### src/rtc_power_pkg.sv
// constants shared by the clock-output, aging-trim and supply-policy logic
package rtc_power_pkg;
  // register addresses
  localparam logic [7:0] addr_supply_ctl = 8'h02;
  localparam logic [7:0] addr_output_freq_control = 8'h13;
  localparam logic [7:0] addr_crystal_aging_trim = 8'h30;
  // field positions in the supply control register
  localparam int pos_policy_lsb = 5;
  localparam int pos_stamp_en = 4;
  localparam int pos_backup_flag = 3;
  localparam int pos_weak_flag = 2;
  localparam int pos_backup_irq_en = 1;
  localparam int pos_weak_irq_en = 0;
  // values after reset
  localparam logic [2:0] reset_freq_select = 3'h0;
  localparam logic [3:0] reset_aging_trim = 4'h8;
  localparam logic [2:0] reset_policy = 3'h7;
  // frequency select codes
  localparam logic [2:0] sel_raw = 3'h0;
  localparam logic [2:0] sel_1hz = 3'h6;
  localparam logic [2:0] sel_off = 3'h7;
  // prescaler length: divide by 32768 for the 1 hz tap
  localparam int prescale_bits = 15;
  // aging correction: code 0 gives +16 ppm in 2 ppm steps
  localparam logic [5:0] aging_zero_offset = 6'h10;
  // supply policies
  typedef enum logic [1:0] {
    mode_off = 2'b00,
    mode_standard = 2'b01,
    mode_direct = 2'b10
  } switch_mode_e;
endpackage

### src/rtc_link_if.sv
// signals between the control core, the prescaler and the supply monitor
`timescale 1ns/1ps
interface rtc_link_if;
  logic osc_level;
  logic [rtc_power_pkg::prescale_bits-1:0] div_count;
  rtc_power_pkg::switch_mode_e switch_mode;
  logic lowdet_en;
  logic on_backup;
  logic fail_event;
  logic batt_weak;
  modport pre (output osc_level, output div_count);
  modport sup (input switch_mode, input lowdet_en, output on_backup, output fail_event,
    output batt_weak);
  modport core (input osc_level, input div_count, output switch_mode, output lowdet_en,
    input on_backup, input fail_event, input batt_weak);
endinterface

### src/square_wave_out_aging_supply_switch.sv
// square-wave output, crystal aging trim and supply switch-over policy
`timescale 1ns/1ps
module square_wave_out_aging_supply_switch #(
  parameter int adj_w = 8 // width of the compensation adjustment
) (
  input wire logic clk_sys, // system clock, 20 mhz
  input wire logic reset_n, // asynchronous reset, active low
  input wire logic osc_pin, // raw oscillator
  input wire logic main_below_backup, // comparator result
  input wire logic main_below_threshold, // comparator result
  input wire logic battery_low, // comparator result
  input wire logic reg_wr, // register write strobe
  input wire logic reg_rd, // register read strobe
  input wire logic [7:0] reg_addr, // register address
  input wire logic [7:0] reg_wdata, // register write data
  output logic [7:0] reg_rdata, // register read data
  output logic reg_rdata_oe, // read data driven
  input wire logic signed [adj_w-1:0] temp_comp_adj, // temperature adjust in
  output logic signed [adj_w-1:0] total_comp_adj, // adjust with aging term
  output logic square_wave_out, // programmable square wave
  output logic square_wave_oe, // square wave driven
  output logic backed_supply_out, // running from backup
  output logic backup_irq, // backup switch interrupt
  output logic battery_irq, // battery weak interrupt
  output logic stamp_capture // pulse: capture time into stamp set four
);
  rtc_link_if link ();

  osc_prescaler u_pre (
    .clk_sys(clk_sys),
    .reset_n(reset_n),
    .osc_pin(osc_pin),
    .link(link)
  );

  supply_monitor u_sup (
    .clk_sys(clk_sys),
    .reset_n(reset_n),
    .main_below_backup(main_below_backup),
    .main_below_threshold(main_below_threshold),
    .battery_low(battery_low),
    .link(link)
  );

  logic [2:0] freq_select;
  logic [2:0] next_freq_select;
  logic [3:0] aging_trim_code;
  logic [3:0] next_aging_trim_code;
  logic [2:0] policy;
  logic [2:0] next_policy;
  logic stamp_en;
  logic next_stamp_en;
  logic backup_flag;
  logic next_backup_flag;
  logic backup_irq_en;
  logic next_backup_irq_en;
  logic weak_irq_en;
  logic next_weak_irq_en;
  logic host_wr;
  logic host_rd;
  logic [7:0] read_word;
  logic [7:0] next_rdata;
  logic next_rdata_oe;
  rtc_power_pkg::switch_mode_e mode;
  logic lowdet_en;
  logic signed [5:0] aging_corr;
  logic signed [adj_w-1:0] next_total;
  logic next_square;
  logic next_square_oe;
  logic next_stamp;

  // host access is cut off while on backup
  assign host_wr = reg_wr && !link.on_backup;
  assign host_rd = reg_rd && !link.on_backup;

  // policy decode
  always_comb
  begin
    mode = rtc_power_pkg::mode_off;
    lowdet_en = 1'b0;
    case (policy)
      3'h0:
      begin
        mode = rtc_power_pkg::mode_standard;
        lowdet_en = 1'b1;
      end
      3'h1, 3'h2: mode = rtc_power_pkg::mode_standard;
      3'h3:
      begin
        mode = rtc_power_pkg::mode_direct;
        lowdet_en = 1'b1;
      end
      3'h4, 3'h5: mode = rtc_power_pkg::mode_direct;
      default: mode = rtc_power_pkg::mode_off;
    endcase
  end

  assign link.switch_mode = mode;
  assign link.lowdet_en = lowdet_en;

  // register file next values
  always_comb
  begin
    next_freq_select = freq_select;
    next_aging_trim_code = aging_trim_code;
    next_policy = policy;
    next_stamp_en = stamp_en;
    next_backup_irq_en = backup_irq_en;
    next_weak_irq_en = weak_irq_en;
    next_backup_flag = backup_flag;
    if (host_wr)
    begin
      case (reg_addr)
        rtc_power_pkg::addr_output_freq_control: next_freq_select = reg_wdata[2:0];
        rtc_power_pkg::addr_crystal_aging_trim: next_aging_trim_code = reg_wdata[3:0];
        rtc_power_pkg::addr_supply_ctl:
        begin
          next_policy = reg_wdata[rtc_power_pkg::pos_policy_lsb +: 3];
          next_stamp_en = reg_wdata[rtc_power_pkg::pos_stamp_en];
          next_backup_irq_en = reg_wdata[rtc_power_pkg::pos_backup_irq_en];
          next_weak_irq_en = reg_wdata[rtc_power_pkg::pos_weak_irq_en];
          if (!reg_wdata[rtc_power_pkg::pos_backup_flag])
          begin
            next_backup_flag = 1'b0;
          end
        end
        default: next_policy = policy;
      endcase
    end
    // a new switch event wins over a simultaneous clear
    if (link.fail_event)
    begin
      next_backup_flag = 1'b1;
    end
    if (mode == rtc_power_pkg::mode_off)
    begin
      next_backup_flag = 1'b0;
    end
  end

  // read mux; unused bits and unmapped addresses read zero
  always_comb
  begin
    read_word = 8'h00;
    case (reg_addr)
      rtc_power_pkg::addr_output_freq_control: read_word = {5'h00, freq_select};
      rtc_power_pkg::addr_crystal_aging_trim: read_word = {4'h0, aging_trim_code};
      rtc_power_pkg::addr_supply_ctl:
      begin
        read_word[rtc_power_pkg::pos_policy_lsb +: 3] = policy;
        read_word[rtc_power_pkg::pos_stamp_en] = stamp_en;
        read_word[rtc_power_pkg::pos_backup_flag] = backup_flag;
        read_word[rtc_power_pkg::pos_weak_flag] = link.batt_weak;
        read_word[rtc_power_pkg::pos_backup_irq_en] = backup_irq_en;
        read_word[rtc_power_pkg::pos_weak_irq_en] = weak_irq_en;
      end
      default: read_word = 8'h00;
    endcase
    next_rdata = host_rd ? read_word : reg_rdata;
    next_rdata_oe = !link.on_backup;
  end

  // aging correction: +16 ppm at code 0, falling 2 ppm per code
  always_comb
  begin
    aging_corr = $signed(rtc_power_pkg::aging_zero_offset - {1'b0, aging_trim_code, 1'b0});
    next_total = adj_w'(temp_comp_adj + {{(adj_w-6){aging_corr[5]}}, aging_corr});
  end

  // square wave selection from raw oscillator or prescaler taps
  always_comb
  begin
    case (freq_select)
      rtc_power_pkg::sel_raw: next_square = link.osc_level;
      3'h1: next_square = link.div_count[0];
      3'h2: next_square = link.div_count[1];
      3'h3: next_square = link.div_count[2];
      3'h4: next_square = link.div_count[3];
      3'h5: next_square = link.div_count[4];
      rtc_power_pkg::sel_1hz: next_square = link.div_count[rtc_power_pkg::prescale_bits-1];
      default: next_square = 1'b0;
    endcase
    next_square_oe = (freq_select != rtc_power_pkg::sel_off) && !link.on_backup;
    next_stamp = link.fail_event && stamp_en;
  end

  // state and output registers
  always_ff @(posedge clk_sys or negedge reset_n)
  begin
    if (!reset_n)
    begin
      freq_select <= rtc_power_pkg::reset_freq_select;
      aging_trim_code <= rtc_power_pkg::reset_aging_trim;
      policy <= rtc_power_pkg::reset_policy;
      stamp_en <= 1'b0;
      backup_flag <= 1'b0;
      backup_irq_en <= 1'b0;
      weak_irq_en <= 1'b0;
      reg_rdata <= 8'h00;
      reg_rdata_oe <= 1'b1;
      total_comp_adj <= '0;
      square_wave_out <= 1'b0;
      square_wave_oe <= 1'b1;
      backed_supply_out <= 1'b0;
      backup_irq <= 1'b0;
      battery_irq <= 1'b0;
      stamp_capture <= 1'b0;
    end
    else
    begin
      freq_select <= next_freq_select;
      aging_trim_code <= next_aging_trim_code;
      policy <= next_policy;
      stamp_en <= next_stamp_en;
      backup_flag <= next_backup_flag;
      backup_irq_en <= next_backup_irq_en;
      weak_irq_en <= next_weak_irq_en;
      reg_rdata <= next_rdata;
      reg_rdata_oe <= next_rdata_oe;
      total_comp_adj <= next_total;
      square_wave_out <= next_square;
      square_wave_oe <= next_square_oe;
      backed_supply_out <= link.on_backup;
      backup_irq <= backup_flag && backup_irq_en;
      battery_irq <= link.batt_weak && weak_irq_en;
      stamp_capture <= next_stamp;
    end
  end
endmodule

### src/osc_prescaler.sv
// oscillator synchroniser and binary prescaler counting raw oscillator cycles
`timescale 1ns/1ps
module osc_prescaler (
  input wire logic clk_sys, // system clock
  input wire logic reset_n, // asynchronous reset, active low
  input wire logic osc_pin, // raw 32.768 khz oscillator
  rtc_link_if.pre link // clean level and counter out
);
  logic [2:0] sync;
  logic clean;
  logic next_clean;
  logic [rtc_power_pkg::prescale_bits-1:0] count;
  logic [rtc_power_pkg::prescale_bits-1:0] next_count;

  // a change counts once the second and third stages agree
  always_comb
  begin
    next_clean = (sync[1] == sync[2]) ? sync[2] : clean;
    next_count = count;
    if (next_clean && !clean)
    begin
      next_count = count + 1'b1;
    end
  end

  // register stages; counter runs from the uncompensated oscillator
  always_ff @(posedge clk_sys or negedge reset_n)
  begin
    if (!reset_n)
    begin
      sync <= 3'h0;
      clean <= 1'b0;
      count <= '0;
    end
    else
    begin
      sync <= {sync[1:0], osc_pin};
      clean <= next_clean;
      count <= next_count;
    end
  end

  assign link.osc_level = clean;
  assign link.div_count = count;
endmodule

### src/supply_monitor.sv
// comparator synchronisers and switch-over decision
`timescale 1ns/1ps
module supply_monitor (
  input wire logic clk_sys, // system clock
  input wire logic reset_n, // asynchronous reset, active low
  input wire logic main_below_backup, // comparator: main supply under backup
  input wire logic main_below_threshold, // comparator: main supply under threshold
  input wire logic battery_low, // comparator: battery under low level
  rtc_link_if.sup link // policy in, supply state out
);
  logic [2:0] raw;
  logic [2:0] stage1;
  logic [2:0] stage2;
  logic [2:0] stage3;
  logic [2:0] clean;
  logic [2:0] next_clean;
  logic on_backup;
  logic next_on_backup;
  logic fail_event;
  logic next_fail_event;
  logic batt_weak;
  logic next_batt_weak;

  assign raw = {battery_low, main_below_threshold, main_below_backup};

  // per comparator: accept a change once stages two and three agree
  genvar i;
  generate
    for (i = 0; i < 3; i++)
    begin : g_sync
      assign next_clean[i] = (stage2[i] == stage3[i]) ? stage3[i] : clean[i];
    end
  endgenerate

  // power failure decision per policy
  always_comb
  begin
    case (link.switch_mode)
      rtc_power_pkg::mode_standard: next_on_backup = clean[0] && clean[1];
      rtc_power_pkg::mode_direct: next_on_backup = clean[0];
      default: next_on_backup = 1'b0;
    endcase
    next_fail_event = next_on_backup && !on_backup;
    next_batt_weak = link.lowdet_en && clean[2];
  end

  // register stages and decision
  always_ff @(posedge clk_sys or negedge reset_n)
  begin
    if (!reset_n)
    begin
      stage1 <= 3'h0;
      stage2 <= 3'h0;
      stage3 <= 3'h0;
      clean <= 3'h0;
      on_backup <= 1'b0;
      fail_event <= 1'b0;
      batt_weak <= 1'b0;
    end
    else
    begin
      stage1 <= raw;
      stage2 <= stage1;
      stage3 <= stage2;
      clean <= next_clean;
      on_backup <= next_on_backup;
      fail_event <= next_fail_event;
      batt_weak <= next_batt_weak;
    end
  end

  assign link.on_backup = on_backup;
  assign link.fail_event = fail_event;
  assign link.batt_weak = batt_weak;
endmodule

### config.mk
export PLATFORM = sky130hd
export DESIGN_NAME = square_wave_out_aging_supply_switch
export DESIGN_NICKNAME = d
export VERILOG_FILES = /design/src/rtc_power_pkg.sv /design/src/rtc_link_if.sv /design/src/square_wave_out_aging_supply_switch.sv /design/src/osc_prescaler.sv /design/src/supply_monitor.sv
export SDC_FILE = /design/constraint.sdc
export NUM_CORES = 1
export LEC_CHECK = 0
export ABC_AREA = 0
export BUFFER_PORTS_ARGS = -buffer_cell sky130_fd_sc_hd__buf_2
export CAP_MARGIN = 20
export CORE_MARGIN = 2
export CORE_UTILIZATION = 59
export CTS_CLUSTER_DIAMETER = 50
export CTS_CLUSTER_SIZE = 20
export DETAILED_ROUTE_END_ITERATION = 8
export PLACE_DENSITY = 0.82
export SLEW_MARGIN = 30
export SYNTH_ARGS = -nofsm -noshare
export SYNTH_HDL_FRONTEND = slang
export SYNTH_SLANG_ARGS = --single-unit
### constraint.sdc
create_clock -name clk_sys -period 4.1 [get_ports clk_sys]
set_input_delay 0.82 -clock clk_sys [delete_from_list [all_inputs] [get_ports clk_sys]]
set_output_delay 0.82 -clock clk_sys [all_outputs]
set_load 0.1 [all_outputs]
==> qor.csv <==
metric,value,unit
ctsHoldBuffers,0,
post-cts-setup-buffers,0,
dr.pass1.iters,7,
relSlewSlack,50.4,%
finalPower,1.76,mW
clock_latency,340,ps
wl_per_cell,14.0,µm
cp.depth,1,
p_int,1.23,mW
syn_avg_cell_area,13.1,µm²
crit_family,flip-flops,
antenna_left,0,
cts_buffers,9,
maxSlewViolCount,0,
grt-ovfl-total,0,
pre_cts_ws,1800,ps
cts.sinks,71,
crit_required,3280,ps
sw_frac_of_total,30.1,%
cts_tree,yes,
p_per_area,484,mW/mm²
power.leakage,1.79,nW
finalCriticalPeriod,2120,ps
timing.fmax,472,MHz
irDropWorstVdd,0.000313,V
p_comb_share,18.6,%
pwr-share-seq,46.1,%
synth.area.top_cells,"dfrtp_1, dfstp_2, mux2_2, ha_1, xnor2_1",
cts.clk_slew.worst_paths,70,ps
final_layout_size_suffix_gt1_share,33.6,%
initial_core_util,60.4,%
setup_tns,0,ps
setup_viol,0,
synth_fp_nets,278,
synth_cell_types,38,
outcome,"finished, final reports clean",
crit_type,reg2out,
gp_congestion,0.848,
io-pin-count,55,
antenna_found_initial,0,
grt_max_degree,36,
yosysTopAreaCell,dfrtp_1,
max_stage_delay,540,ps
cts_root_buf,clkbuf_8,
clockBufferDepth,2,
setup_ws,1980,ps
hpwl,3770,µm
grt_pass1_wl,8390,µm
dieArea,0.00575,mm²
synth_edf_count,0,
ys_ff_latch,71,
syn2layout_area_growth,19.7,%
std_cell_rows,26,
cts_resized,0,
arrival,1300,ps
diodes,0,
critPathLaunchType,flop,
fillCellCount,340,
worst_slew_pin_slew,744,ps
min_path_cells,0,
synth_top_area_share,53.4,%
finalCritPeriodShare,51.7,%
yosysSeqAreaShare,58.6,%
clock_skew,6.10,ps
syn_inst,233,
multi_input_area,0.00122,mm²
die_h,75.8,µm
reg2reg_depth,7,
finalHoldViolations,0,
syn_area,0.00304,mm²
grt_use_total,20.4,%
rsz0062_at_grt,false,
crit_fanout,1,
remaining_drc_errors,0,
ys_async_sr_fraction,100,%
clkPwrFrac,35.3,%
io_buffers,54,
htree_levels,3,
routed_via_density,5.32,
crit_buf_inv,1,
grt_pass1_vias,1884,
switchingPower,0.530,mW
yosysWarningCount,0,
die_x,75.8,µm
end_kind,output pin,
regArea,0.00178,mm²
core_area,0.00504,mm²
cpMaxStageDelayCell,dfstp_2,
synth_top_cells_by_count,"dfrtp_1, nand2_1, mux2_2, xnor2_1, ha_1",
fin_util,72.3,%
num_vias,1988,
nNetsFinal,344,
synthFlopType,dfrtp_1,
routed_wl,5250,µm
yosysMostFrequentCell,dfrtp_1,
max_cap_viol_count,0,
drt_iter0_drc,73,
path_cells,buf_2,
min_path_type,reg2reg,
==> worst paths after layout <==
path                                                startpoint                           to  slack (ps)
worst max-delay path                  square_wave_oe$_DFF_PN1_               square_wave_oe        1980
worst min-delay path                 u_sup.stage1[0]$_DFF_PN0_    u_sup.stage2[0]$_DFF_PN0_         350
worst max register to register  aging_trim_code[0]$_DFFE_PN0P_  total_comp_adj[7]$_DFF_PN0_        2050
worst min register to register       u_sup.stage1[0]$_DFF_PN0_    u_sup.stage2[0]$_DFF_PN0_         350
max in group asynchronous                              reset_n     square_wave_oe$_DFF_PN1_        2800
min in group asynchronous                              reset_n  total_comp_adj[3]$_DFF_PN0_         540
==> power by group through the flow <==
| stage | Combinational, mW | Sequential [mW] | Clock (mW) |
|---|---|---|---|
| after floorplan | 0.120 | 0.949 | 0 |
| after detailed placement | 0.327 | 0.826 | 0 |
| after global placement | 0.319 | 0.823 | 0 |
| after global routing | 0.356 | 0.821 | 0.665 |
| after CTS | 0.331 | 0.813 | 0.638 |
| final | 0.327 | 0.813 | 0.623 |
==> cells in the final DEF (no fill, tap or decap), types with 2 or more instances in the layout <==
| cell | n |
|---|---|
| a21oi_1 | 11 |
| buf_2 | 54 |
| nor2_1 | 10 |
| a222oi_1 | 3 |
| o21ai_0 | 6 |
| nand2_1 | 20 |
| clkbuf_8 | 11 |
| inv_1 | 10 |
| xnor2_1 | 14 |
| ha_1 | 12 |
| bufinv_16 | 2 |
| mux2_2 | 14 |
| and3_1 | 4 |
| nor4_4 | 2 |
| nor3b_1 | 2 |
| clkinvlp_4 | 2 |
| nand3_1 | 6 |
| dfstp_2 | 6 |
| a31oi_1 | 2 |
| a22o_1 | 5 |
| and2_1 | 6 |
| nor3_1 | 3 |
| dfrtp_1 | 65 |
| xor2_1 | 9 |
| maj3_1 | 4 |
| mux2i_1 | 2 |
| buf_4 | 2 |
| nor2b_1 | 2 |
==> metal layers <==
metal  GRT usage [%]  up-vias  wire (µm)
met5               0        -          0
met4            10.7        0        138
met3            5.82       13        274
met2            32.1       62       2490
met1            25.6      965       2350
li1                -      948          -
==> per-stage QoR <==
| stage | hold slack, ps | area (µm²) | instances |
|---|---|---|---|
| after floorplan | 331 | 3040 | 233 |
| after global placement | 332 | 3410 | 358 |
| after detailed placement | 338 | 3410 | 358 |
| after CTS | 355 | 3640 | 374 |
| after global routing | 362 | 3640 | 374 |
| final | 352 | 3640 | 374 |
==> kinds of logic after synthesis <==
| family | Yosys count | share of synthesized area (%) |
|---|---|---|
| AOI/OAI and AO/OA | 32 | 6.86 |
| xor gates and xnor gates | 23 | 6.62 |
| adders and majority gates | 17 | 6.91 |
| buffers and inverters | 11 | 1.36 |
| DFF | 71 | 58.6 |
| muxes | 17 | 6.58 |
| and+or+nand+nor | 62 | 13.1 |
==> registers in the layout (all words and copies together), names as in the netlist, 4 cells and up <==
register / flops
reg_rdata: 8
total_comp_adj: 8
aging_trim_code: 4
u_pre.link.div_count: 15
==> layout make-up <==
cell class / instances / share of cell area (%)
sequential: 71 / 49.0
tap: 70 / 2.40
multi-input combinational: 151 / 33.4
inverter: 10 / 1.03
timing repair buffer: 56 / 7.83
clock buffer: 11 / 4.15
clock inverter: 5 / 2.20
(Power assumes the default switching activity.)
